### src/common/rifd_params.svh
// Constants for the instruction field decoder
// What this block does
// - Split 14-bit word into opcode and operands
// - Classify as byte, bit or literal/control
// - Destination bit: 0 accumulator, 1 file
// - File address field spans 0x00 to 0x7F
// - Bit index picks one of eight bits
// - Literal is eight or eleven bits wide
// - Don't-care encoding bits are ignored
// - Skip or branch takes two cycles, NOP second
// - Instruction cycle is four clock periods
// - Byte ops: top 00, opcode, d, file
// - Bit ops: top 01, opcode, bit, file
// - Literal ops: top 11, opcode, 8-bit literal
`ifndef RIFD_PARAMS_SVH
`define RIFD_PARAMS_SVH
// ----------------------------------------
// Encoding fields
// ----------------------------------------
`define RIFD_INSN_W      14
`define RIFD_TOP_HI      13
`define RIFD_TOP_LO      12
`define RIFD_TOP_BYTE    2'h0
`define RIFD_TOP_BIT     2'h1
`define RIFD_TOP_JUMP    2'h2
`define RIFD_TOP_LIT     2'h3
`define RIFD_DEST_BIT    7
`define RIFD_FILE_W      7
`define RIFD_BIT_LO      7
`define RIFD_BIT_W       3
`define RIFD_LIT8_W      8
`define RIFD_LIT11_W     11
`define RIFD_BOP_SKIPC   2'h2
`define RIFD_BOP_SKIPS   2'h3
`define RIFD_OP_RRF      4'hC
`define RIFD_OP_DECSZ    4'hB
`define RIFD_OP_INCSZ    4'hF
`define RIFD_OP_IORL     4'h8
`define RIFD_OP_RETLW_HI 2'h1
`define RIFD_RETURN      14'h0008
`define RIFD_RETFIE      14'h0009
`define RIFD_NOP_WORD    14'h0000
// ----------------------------------------
// Timing
// ----------------------------------------
`define RIFD_PHASES      4
`define RIFD_PH_W        2
`endif

### src/common/rifd_pkg.sv
// Types for the instruction field decoder
package rifd_pkg;
	typedef enum logic [2:0] {
		RIFD_CLS_BYTE = 3'h1,
		RIFD_CLS_BIT  = 3'h2,
		RIFD_CLS_LIT  = 3'h4
	} rifd_class_t;
endpackage

### src/hw/rifd_decoder.sv
// Instruction field decoder for the 14-bit core
`timescale 1ns/10ps
`include "rifd_params.svh"
module rifd_decoder #(
	parameter int INSN_W = `RIFD_INSN_W
) (
	input  wire logic                        core_clk,
	input  wire logic                        rst,
	input  wire logic [INSN_W-1:0]           fetch_word,
	input  wire logic                        cond_true,
	output rifd_pkg::rifd_class_t            insn_class,
	output logic      [3:0]                  op_code,
	output logic                             dest_file,
	output logic      [`RIFD_FILE_W-1:0]     file_addr,
	output logic      [`RIFD_BIT_W-1:0]      bit_index,
	output logic      [`RIFD_LIT8_W-1:0]     lit8,
	output logic      [`RIFD_LIT11_W-1:0]    lit11,
	output logic                             is_jump,
	output logic                             is_nop_cycle,
	output logic                             cyc_strobe,
	output logic      [`RIFD_PH_W-1:0]       cyc_phase
);
	initial begin
		if (INSN_W != 14) $error("rifd_decoder: instruction width must be 14");
	end
	// ----------------------------------------
	// Phase sequencing
	// ----------------------------------------
	logic [`RIFD_PH_W-1:0] phase;
	logic                  cyc_start;
	rifd_phase_gen #(.PHASES(`RIFD_PHASES)) u_phase (
		.core_clk (core_clk),
		.rst      (rst),
		.phase    (phase),
		.cyc_start(cyc_start)
	);
	// ----------------------------------------
	// Combinational field split
	// ----------------------------------------
	logic [1:0]  top;
	logic [13:0] w;
	rifd_pkg::rifd_class_t cls_c;
	logic [3:0]  opc_c;
	logic        two_cyc_c;
	always_comb begin
		w   = fetch_word;
		top = w[`RIFD_TOP_HI:`RIFD_TOP_LO];
		unique case (top)
			`RIFD_TOP_BYTE: cls_c = rifd_pkg::RIFD_CLS_BYTE;
			`RIFD_TOP_BIT:  cls_c = rifd_pkg::RIFD_CLS_BIT;
			default:        cls_c = rifd_pkg::RIFD_CLS_LIT;
		endcase
		// Bit ops carry only two opcode bits; the rest is the bit index
		opc_c = (top == `RIFD_TOP_BIT) ? {2'h0, w[11:10]} : w[11:8];
		// Don't-care bits never enter a comparison below
		two_cyc_c = (top == `RIFD_TOP_JUMP)
			|| (top == `RIFD_TOP_LIT && w[11:10] == `RIFD_OP_RETLW_HI)
			|| (w == `RIFD_RETURN) || (w == `RIFD_RETFIE)
			|| (cond_true && top == `RIFD_TOP_BIT && w[11])
			|| (cond_true && top == `RIFD_TOP_BYTE
				&& (w[11:8] == `RIFD_OP_DECSZ || w[11:8] == `RIFD_OP_INCSZ));
	end
	// ----------------------------------------
	// Registered fields, loaded once per cycle
	// ----------------------------------------
	logic [13:0] word_q, word_d;
	rifd_pkg::rifd_class_t cls_q, cls_d;
	logic [3:0]  opc_q, opc_d;
	logic        jmp_q, jmp_d;
	logic        nop_q, nop_d;
	logic        flush_q, flush_d;
	logic        stb_q, stb_d;
	logic [1:0]  ph_q, ph_d;
	always_comb begin
		word_d  = word_q;
		cls_d   = cls_q;
		opc_d   = opc_q;
		jmp_d   = jmp_q;
		nop_d   = nop_q;
		flush_d = flush_q;
		stb_d   = cyc_start;
		ph_d    = phase;
		if (cyc_start) begin
			if (flush_q) begin
				// Prefetched word is dropped; a NOP stands in
				word_d  = `RIFD_NOP_WORD;
				cls_d   = rifd_pkg::RIFD_CLS_BYTE;
				opc_d   = 4'h0;
				jmp_d   = 1'b0;
				nop_d   = 1'b1;
				flush_d = 1'b0;
			end else begin
				word_d  = w;
				cls_d   = cls_c;
				opc_d   = opc_c;
				jmp_d   = (top == `RIFD_TOP_JUMP);
				nop_d   = 1'b0;
				flush_d = two_cyc_c;
			end
		end
	end
	always_ff @(posedge core_clk or posedge rst) begin
		if (rst) begin
			word_q  <= 14'h0000;
			cls_q   <= rifd_pkg::RIFD_CLS_BYTE;
			opc_q   <= 4'h0;
			jmp_q   <= 1'b0;
			nop_q   <= 1'b1;
			flush_q <= 1'b0;
			stb_q   <= 1'b0;
			ph_q    <= 2'h0;
		end else begin
			word_q  <= word_d;
			cls_q   <= cls_d;
			opc_q   <= opc_d;
			jmp_q   <= jmp_d;
			nop_q   <= nop_d;
			flush_q <= flush_d;
			stb_q   <= stb_d;
			ph_q    <= ph_d;
		end
	end
	// ----------------------------------------
	// Outputs: fields are slices of registered word; class, opcode and flags come from their own registers
	// ----------------------------------------
	assign insn_class   = cls_q;
	assign op_code      = opc_q;
	assign dest_file    = word_q[`RIFD_DEST_BIT];
	assign file_addr    = word_q[`RIFD_FILE_W-1:0];
	assign bit_index    = word_q[`RIFD_BIT_LO+`RIFD_BIT_W-1:`RIFD_BIT_LO];
	assign lit8         = word_q[`RIFD_LIT8_W-1:0];
	assign lit11        = word_q[`RIFD_LIT11_W-1:0];
	assign is_jump      = jmp_q;
	assign is_nop_cycle = nop_q;
	assign cyc_strobe   = stb_q;
	assign cyc_phase    = ph_q;
	// ----------------------------------------
	// Checks
	// ----------------------------------------
	stable_fields_a: assert property (@(posedge core_clk) disable iff (rst)
		!stb_d |=> $stable(word_q) && $stable(cls_q)) else $error("fields moved mid-cycle");
	skip_nop_a: assert property (@(posedge core_clk) disable iff (rst)
		(cyc_start && !flush_q && two_cyc_c) |=> ##4 nop_q && word_q == 14'h0000)
		else $error("no NOP after two-cycle op");
	one_cycle_a: assert property (@(posedge core_clk) disable iff (rst)
		(cyc_start && !flush_q && !two_cyc_c) |=> ##4 !nop_q) else $error("spurious NOP");
	class_bit_a: assert property (@(posedge core_clk) disable iff (rst)
		(stb_q && !nop_q && word_q[13:12] == 2'h1) |-> cls_q == rifd_pkg::RIFD_CLS_BIT)
		else $error("bit class wrong");
	class_byte_a: assert property (@(posedge core_clk) disable iff (rst)
		(stb_q && word_q[13:12] == 2'h0) |-> cls_q == rifd_pkg::RIFD_CLS_BYTE)
		else $error("byte class wrong");
	class_lit_a: assert property (@(posedge core_clk) disable iff (rst)
		(stb_q && word_q[13]) |-> cls_q == rifd_pkg::RIFD_CLS_LIT) else $error("lit class wrong");
	load_word_a: assert property (@(posedge core_clk) disable iff (rst)
		(cyc_start && !flush_q) |=> word_q == $past(fetch_word)) else $error("word not loaded");
	strobe_gap_a: assert property (@(posedge core_clk) disable iff (rst)
		stb_q |=> !stb_q[*3] ##1 stb_q) else $error("cycle not four clocks");
	no_double_nop_a: assert property (@(posedge core_clk) disable iff (rst)
		(stb_q && nop_q) |=> flush_q == 1'b0) else $error("flush stuck");
	cov_skip_c: cover property (@(posedge core_clk) stb_q && nop_q);
	cov_jump_c: cover property (@(posedge core_clk) stb_q && jmp_q);
	cov_bit_c: cover property (@(posedge core_clk) stb_q && cls_q == rifd_pkg::RIFD_CLS_BIT);
endmodule // rifd_decoder

### src/hw/rifd_phase_gen.sv
// Four-phase instruction cycle sequencer
`timescale 1ns/10ps
`include "rifd_params.svh"
module rifd_phase_gen #(
	parameter int PHASES = `RIFD_PHASES
) (
	input  wire logic                   core_clk,
	input  wire logic                   rst,
	output logic      [`RIFD_PH_W-1:0]  phase,
	output logic                        cyc_start
);
	initial begin
		if (PHASES != 4) $error("rifd_phase_gen: only four phases are supported");
	end
	logic [`RIFD_PH_W-1:0] ph_q;
	logic [`RIFD_PH_W-1:0] ph_d;
	logic                  st_q;
	logic                  st_d;
	always_comb begin
		ph_d = ph_q + 2'h1;
		st_d = (ph_q == 2'h3);
	end
	always_ff @(posedge core_clk or posedge rst) begin
		if (rst) begin
			ph_q <= 2'h0;
			st_q <= 1'b0;
		end else begin
			ph_q <= ph_d;
			st_q <= st_d;
		end
	end
	assign phase     = ph_q;
	assign cyc_start = st_q;
	phase_wrap_a: assert property (@(posedge core_clk) disable iff (rst)
		(ph_q == 2'h3) |=> (ph_q == 2'h0)) else $error("phase did not wrap");
	start_space_a: assert property (@(posedge core_clk) disable iff (rst)
		st_q |=> !st_q[*3] ##1 st_q) else $error("cycle start not every four");
endmodule // rifd_phase_gen

### config.mk
export PLATFORM = sky130hd
export DESIGN_NAME = rifd_decoder
export DESIGN_NICKNAME = d
export VERILOG_FILES = /design/src/common/rifd_pkg.sv /design/src/hw/rifd_decoder.sv /design/src/hw/rifd_phase_gen.sv
export VERILOG_INCLUDE_DIRS = /design/src /design/src/common
export SDC_FILE = /design/constraint.sdc
export NUM_CORES = 1
export LEC_CHECK = 0
export ABC_CLOCK_PERIOD_IN_PS = 1300
export BUFFER_PORTS_ARGS = -buffer_cell sky130_fd_sc_hd__buf_2
export CAP_MARGIN = 5
export CORE_MARGIN = 2
export CORE_UTILIZATION = 44
export DETAILED_ROUTE_END_ITERATION = 10
export PLACE_DENSITY = 0.78
export SYNTH_ARGS = -nofsm -noshare
export SYNTH_HDL_FRONTEND = slang
export SYNTH_SLANG_ARGS = --single-unit
### constraint.sdc
create_clock -name core_clk -period 1.3 [get_ports core_clk]
set_input_delay 0.195 -clock core_clk [delete_from_list [all_inputs] [get_ports core_clk]]
set_output_delay 0.195 -clock core_clk [all_outputs]
set_load 0.01 [all_outputs]
# Word level (Yosys, flattened, before mapping)
# Index checks and enable logic that the tools add are counted.
op_classes:
  add_sub_neg: 1
  eq_ne: 9
  n_mux: 8
  n_reduce_logical: 12
op_table:
  columns: ["operator", "n"]
  rows:
  - ["14-bit by 4-bit == test with 1-bit output (second input constant)", 2]
  - ["11-bit 2-to-1 mux", 1]
  - ["4-bit == test (second input constant)", 2]
  - ["4-bit 2-to-1 mux", 2]
  - ["2-bit == test (second input constant)", 3]
  - ["1-bit logical OR", 6]
  - ["3-bit one-hot mux with 2 select lines", 1]
  - ["1-bit logical AND", 5]
  - ["2-bit by 1-bit == test with 1-bit output (second input constant)", 2]
  - ["1-bit 2-to-1 mux", 3]
  - ["3-bit 2-to-1 mux", 1]
  - ["2-bit by 1-bit adder with 2-bit output (second input constant)", 1]
  - ["2-bit logical NOT", 1]
word_totals:
  register_bits: 27
  in_bits: 17
  output_inout_bits: 42
  elab_cells: 40

# Depth between registers and ports, before layout
# Gate-level depths: netlist of run 1.
logic_depth:
  depth_word: 8
  mapped_depth: 5
  depth_no_buf: 4

# Modules after synthesis
# Synthesis of run 1 repeated with hierarchy kept, for this count alone.
unflattened:
  cells_unflattened: 125
  area_unflattened_um2: 1286.2
by_module_without_submodules:
  columns: ["mod", "n_inst", "cells_per_inst", "area_per_inst_um2", "seq_area_each_um2"]
  rows:
  - ["rifd_decoder", 1, 119, 1191.1, 603.1]
  - ["rifd_phase_gen", 1, 6, 95.1, 75.1]

# Worst setup path after synthesis of run 1
# Ideal clock, no wire load.
synth_timing:
  kind: "reg2reg"
  start: "register u_phase.st_q (netlist: u_phase.cyc_start)"
  end: "register flush_q"
  setup_time_ps: 83
  arrival_time_ps: 1082
  required_ps: 1217
  setup_slack_ps: 136
  path_stages_with_launch: 6
  n_path_buf: 1
  period_less_slack_ps: 1164
  cell_sequence: "dfrtp_1 -> clkbuf_1 -> nand2_1 -> nor4_2 -> a32oi_1 -> o21ai_0"
synth_lines:
  columns: ["item", "line_no", "text"]
  rows:
  - ["start: declaration", "rifd_phase_gen.sv:17", "logic st_q;"]
  - ["start signal: assignment", "rifd_phase_gen.sv:29", "st_q <= st_d;"]
  - ["end signal: assignment", "rifd_decoder.sv:118", "flush_q <= flush_d;"]
  - ["end: declaration", "rifd_decoder.sv:71", "logic flush_q, flush_d;"]

# Worst setup path in the final report of run 1
layout_timing:
  start: "register cls_q[0] (netlist: insn_class[0])"
  end: "output port insn_class[0]"
layout_lines:
  columns: ["item", "line_no", "text"]
  rows:
  - ["start: declaration", "rifd_decoder.sv:67", "rifd_pkg::rifd_class_t cls_q, cls_d;"]
  - ["start signal: assignment", "rifd_decoder.sv:105", "cls_q <= rifd_pkg::RIFD_CLS_BYTE;"]
  - ["start signal: assignment", "rifd_decoder.sv:114", "cls_q <= cls_d;"]
  - ["end: declaration", "rifd_decoder.sv:11", "output rifd_pkg::rifd_class_t insn_class,"]
# No word-level cell between the ends.

==> impl_results.md, run 1 <==
* Run status: finished clean
* Number of pins with negative max-slew slack in the final report at 0
* Share of the clock period used by the worst path after layout at 90.78%
* PnR worst setup slack at 119.8 ps
* Detailed-router iteration count before antenna repair at 6
* Synth-to-layout area growth at 21.15%
* Highest fanout seen on the critical path at 2
* Flop and latch count out of synthesis at 27
* Cell Area, Synth at 0.001171 mm2
* Setup repair after global routing missed its margin: false
* Worst relative slew slack at a little over 70%
* First-pass GRT wire length at 3.857 mm
* Clk slew on worst S/H paths at ~140 ps
* Post-Place Setup Slack at -10.25 ps
* Post-DR wirelength/cell at between 10 and 15 um
* Initial standard-cell utilization of the core at 46.85%
* Hold slack at 97.75 ps
* Buffer cell driving the clock tree root: clkbuf_4
* Cell family with most CP delay: flip-flops
* GRT Overall Usage at 15.62%
* Inst Count DP at 171
* Final Critical Period at 1180 ps
* Worst R2R Start: u_phase.cyc_start
* Chip width at 55.59 um
* Synthesized area divided by synthesized cell count at 11.71 um2
* Critical Path Source: insn_class[0]
* Critical path arrival at 990 ps
* Crit-path cells: buf_2
* Final cell count without fillers at 176
* Endpoint type of the worst setup path: output pin
* Critical path destination: insn_class[0]
* Maximum count of clock buffers along a single path at 2
* Register-to-register setup slack at 200 ps
* Clock network latency to the later pin of the worst-skew pair at 320 ps
* Max-Cap Viols at 0
* Syn_nets at 118
* Core area at 0.002500 mm2
* Cell with the largest stage delay on the worst path: dfstp_2
* Maximum number of pins on one net before global-route repair at 28
* Warnings from Yosys at 0
* CTS buffer count at 3
* Residual overflow from global routing at 0
* Die Footprint at around 0.0031 mm2
* Post-detailed-placement half-perimeter wirelength at about 1.8 mm
* Number of instances in the synthesized netlist at 100
* Max H-tree Level at 1
* Total vias in the final route at 901
* Fraction of final layout cells sized beyond drive strength 1 at 49.32%
* Max Clock Freq at approximately 850 MHz
* Diodes inserted at 0
* Transition at the pin with the smallest max-transition slack at 428.6 ps
* Final-report setup violation count at 0
* Number of antenna violations at the first check in global routing at 0
* Total DRC errors in the routed layout at 0
* Routed WL at 2.319 mm
* Worst r2r dst: flush_q
* Remaining antenna violation count after routing at 0
* Critical path start-end classification: reg2out
* Maximum cell stage delay along the critical path at 550 ps
* Fin. Hold Viols at 0
* Seq/Total Area, Yosys at a little under 60%
* Final Wtd Congestion at 0.7355
* Clock tree from TritonCTS: built
* Leakage at 0.7575 nW
* Die height at 55.59 um
* Avg Vias per Cell at 5.119
* P per Cell Area at roughly 1100 mW/mm2
* Final setup skew at 10.06 ps
* Worst min-delay path class: in2reg
* Worst-case reg-to-reg path depth at 5
* Combined buffer and inverter count along the critical path at 1
* Number of distinct library cells after synthesis at 24
* NumNets Final at 165
* Number of global-route vias before repair at 866
* Clock Sinks at 27
* Worst VDD drop at about 620 uV
* Initial drt markers at 16
* Io pins at 59
* Type of origin of the critical path: flip-flop
* Critical Path RT at 1110 ps
* Number of gates on the worst path with buffers counted at 1
* Number of buffers added on ports at slightly below 60
* Number of placement rows at 18
## cells in the mapped netlist, drive strengths merged
cell type | count | share of area, %
dfstp | 2 | 4.5
nand3 | 2 | 0.85
o2bb2ai | 3 | 2.2
mux2i | 1 | 0.85
nand2 | 2 | 0.64
nor4 | 2 | 1.6
dfrtp | 25 | 53
clkbuf | 1 | 0.32
ha | 1 | 1.1
nor3 | 1 | 0.43
a32oi | 1 | 0.75
clkinv | 1 | 0.32
a21oi | 4 | 1.7
nor2 | 7 | 2.2
or4 | 1 | 0.64
nand2b | 2 | 1.1
mux2 | 2 | 1.9
a22o | 11 | 8.2
buf | 21 | 13
o21ai | 4 | 1.7
inv | 5 | 1.6
a32o | 1 | 0.85
## worst min-delay path by stage
stage | startpoint | end | slack [ps] | depth (start not counted)
3_3_place_gp | rst | word_q[0] | 260 | 3
5_1_grt | fetch_word[5] | word_q[5] | 80 | 2
6_report | fetch_word[5] | word_q[5] | 100 | 2
4_1_cts | fetch_word[5] | word_q[5] | 80 | 2
2_1_floorplan | rst | cyc_phase[0] | 250 | 1
3_5_place_dp | rst | word_q[0] | 270 | 3
## registers in the layout (all words and copies together) (netlist names)
name,count
flush_q,1
cyc_strobe,1
word_q,11
is_nop_cycle,1
op_code,4
u_phase.phase,2
insn_class,3
cyc_phase,2
u_phase.cyc_start,1
is_jump,1
## logic make-up after synthesis
family | after synthesis | share of synthesized area [%]
buffers and inverters | 28 | 15.28
flip-flops | 27 | 57.91
AO/OA/AOI/OAI | 24 | 15.49
multiplexers | 3 | 2.778
adder cells (fa/ha/maj) | 1 | 1.068
AND/OR/NAND/NOR | 17 | 7.479
## through the flow
stage | utilization, % | power [mW] | TNS, ps | cell area (um2)
6_report | 56.76 | 1.583 | 0 | 1419
3_3_place_gp | 55.21 | 1.247 | 0 | 1380
2_1_floorplan | - | 1.158 | 0 | 1171
5_1_grt | 56.76 | 1.669 | 0 | 1419
4_1_cts | 56.76 | 1.612 | 0 | 1419
3_5_place_dp | 55.21 | 1.254 | -10.25 | 1380
## layout by cell type (no fill, tap or decap)
cell            n
mux2_2          2
nor2_1          6
o2bb2ai_1       3
clkinv_1        1
dfrtp_1        25
buf_2          58
nor3_1          1
buf_4           5
nand2b_1        2
nor4_2          1
nand2_1         2
clkbuf_1        1
dfstp_2         2
clkbuf_4        3
nand3_1         2
or4_1           1
nor4_1          1
a32oi_1         1
o21ai_0         4
ha_1            1
a32o_1          1
dlygate4sd3_1   1
a22o_1         11
a21oi_1         4
inv_1           5
mux2i_1         1
nor2_2          1
## layer usage
layer  up-vias  track usage [%]  part of all wire, %
met5         -                0                    0
met4         0            5.226                  1.4
met3         5            3.488                  8.9
met2        45            27.04                   49
met1       430            19.21                   40
li1        421                -                    -
## power by group
group	internal (mW)	leakage [nW]	switching, mW
registers	0.899	0.334	0.0387
logic	0.143	0.409	0.153
clock network	0.120	0.0150	0.229
total	1.16	0.758	0.421
## area by class of cell
type | count | area, um2
Inverter | 6 | 22.52
Multi-Input combinational cell | 45 | 316.6
Sequential cell | 27 | 678.2
Timing Repair Buffer | 64 | 337.8
Tap cell | 30 | 37.54
Fill cell | 219 | 1081
Clock buffer | 4 | 26.28
## what timing repair did
| item | in CTS | in global routing |
|---|---|---|
| endpoints found under the setup margin | 1 | 0 |
| endpoints found under the hold margin | 25 | 0 |
| gates resized for setup | 1 | 0 |
| hold buffers | 1 | 0 |
| buffers inserted | 0 | 0 |
(Power assumes the default switching activity.)
==> inputs of run 2 (changes only) <==
CORE_UTILIZATION = 46   (was 44)
CTS_BUF_LIST = sky130_fd_sc_hd__clkbuf_4 sky130_fd_sc_hd__clkbuf_8   (was not set)
PLACE_DENSITY = 0.81   (was 0.78)
==> run 2 against run 1 <==
  * Non-clock buffer count up 2
  * Sequential power about the same
  * Maximum frequency down 2.3%
  * Clock skew down 8.1 ps
  * Clock power up 7.4%
  * Critical path depth up 4
  * Count of clock-buffer cells in the layout unchanged
  * Utilization up 1.8 points
  * Sequential share of layout area down 0.62 points
  * Total power up 2.1%
  * Via count down 0.55%
  * First-iteration DRC count down 44%
  * Critical path type is now reg2reg
  * Critical endpoint is now flush_q
  * Largest power group unchanged
==> impl_results.md, run 2 (synthesis gave the netlist of run 1 again) <==
* Post-Place Setup Slack at -66.24 ps
* Post-detailed-placement half-perimeter wirelength at 1.799 mm
* Largest register by flop count: word_q
* Max H-tree Level at 1
* Most frequent cells in the layout: buf_2 (58), dfrtp_1 (25), a22o_1 (11), buf_4 (7), nor2_1 (6)
* Type of origin of the critical path: flip-flop
* Routed WL at 2.366 mm
* Diodes inserted at 0
* Number of pins with negative max-slew slack in the final report at 0
* NumNets Final at 167
* Post-CTS Setup Repair Bufs at 0
* Highest fanout seen on the critical path at 11
* Share of the clock period used by the worst path after layout at 92.89%
* Clk slew on worst S/H paths at approximately 130 ps
* Maximum number of pins on one net before global-route repair at 28
* Register-to-register setup slack at around 90 ps
* Worst min-delay path class: in2reg
* Fin. Hold Viols at 0
* Total vias in the final route at between 800 and 900
* Critical path arrival at about 1400 ps
* Clock tree from TritonCTS: built
* Multi-input combinational cell area at 316.6 um2
* Initial standard-cell utilization of the core at 47.71%
* Fraction of final layout cells sized beyond drive strength 1 at about half
* Setup repair after global routing missed its margin: false
* Critical path start-end classification: reg2reg
* P per Cell Area at 1125 mW/mm2
* Critical Path RT at 1530 ps
* Inst Count DP at roughly 170
* Critical Path Source: u_phase.cyc_start
* Initial drt markers at 9
* Number of global-route vias before repair at ~770
* Final Critical Period at 1208 ps
* Leakage at 0.7706 nW
* Buffer cell driving the clock tree root: clkbuf_4
* Max Clock Freq at roughly 830 MHz
* Worst VDD drop at ~970 uV
* Post-Route Setup TNS at 0 ps
* Die height at between 50 and 60 um
* Max-Cap Viols at 0
* Clock Sinks at 27
* Core area at 0.002455 mm2
* Number of placement rows at 18
* Number of buffers added on ports at 58
* Clock network latency to the later pin of the worst-skew pair at 320 ps
* Critical path destination: flush_q
* Final cell count without fillers at 178
* Chip width at 54.46 um
* Number of antenna violations at the first check in global routing at 0
* Avg Vias per Cell at slightly above 5
* Number of fillers in the final layout at 228
* GRT Overall Usage at 17.05%
* Io pins at 59
* Run status: finished clean
* Transition at the pin with the smallest max-transition slack at 438.2 ps
* Worst R2R Start: u_phase.cyc_start
* Worst-case reg-to-reg path depth at 5
* First-pass GRT wire length at around 3.5 mm
* Residual overflow from global routing at 0
* Detailed-router iteration count before antenna repair at 4
* Final Wtd Congestion at just over 0.8
* Remaining antenna violation count after routing at 0
* Die Footprint at 0.002965 mm2
* Post-DR wirelength/cell at between 10 and 15 um
* Synth-to-layout area growth at 22.76%
* Final setup skew at 1.982 ps
* Most common library cell in the layout ignoring fill and taps: buf_2
* PnR worst setup slack at 92.47 ps
* CTS buffer count at 3
* Worst r2r dst: flush_q
* Final-report setup violation count at 0
* Max FFs per register at 11
* Area occupied by registers at 678.2 um2
* Endpoint type of the worst setup path: flip-flop
* Worst relative slew slack at 70.75%
* Maximum count of clock buffers along a single path at 2
* Total DRC errors in the routed layout at 0
[run 2: worst min-delay path by stage]
stage               slack [ps]               end  cells after the start          start
detailed placement         270      cyc_phase[1]                      3            rst
global route                80         word_q[0]                      2  fetch_word[0]
global placement           260  u_phase.phase[0]                      3            rst
CTS                         80         word_q[0]                      2  fetch_word[0]
floorplan                  250      cyc_phase[0]                      1            rst
finish                      80         word_q[0]                      2  fetch_word[0]
[run 2: per-layer routing]
metal / track usage [%] / up-vias / routed length, um
li1: - / 429 / -
met1: 24.24 / 423 / 1045
met2: 24.70 / 39 / 1119
met3: 3.279 / 5 / 158
met4: 8.750 / 0 / 42
met5: 0 / - / 0
[run 2: timing repair]
item,4_1_cts,5_1_grt
hold endpoints to repair,25,0
gates resized for setup,1,0
hold buffers,1,0
endpoints found under the setup margin,1,0
[run 2: critical path, cell delays in order (launching register included)]
cell and delay, ps:
dfrtp_1 370, buf_4 180, nand2_1 80, nor4_2 230, a32oi_1 130, o21ai_0 120
[run 2: report_power, final]
part	total, mW	internal [mW]	leakage, nW	switching [mW]
clock network	0.376	0.141	0.0184	0.235
logic	0.302	0.146	0.418	0.156
registers	0.939	0.899	0.334	0.0391
total	1.62	1.19	0.771	0.430
[run 2: final cells by class]
| class | count | area share, % |
|---|---|---|
| inverter | 6 | 1.567 |
| tap | 30 | 2.611 |
| sequential | 27 | 47.17 |
| timing repair buffer | 66 | 24.54 |
| multi-input combinational | 45 | 22.02 |
| clock buffer | 4 | 2.089 |
[run 2: stage by stage]
stage	hold WS, ps	power (mW)	instance area, um2	util [%]
2_1_floorplan	246.2	1.158	1171	-
3_3_place_gp	257.5	1.252	1395	56.83
3_5_place_dp	266.4	1.258	1395	56.83
4_1_cts	77.06	1.628	1438	58.56
5_1_grt	76.21	1.715	1438	58.56
6_report	77.46	1.617	1438	58.56
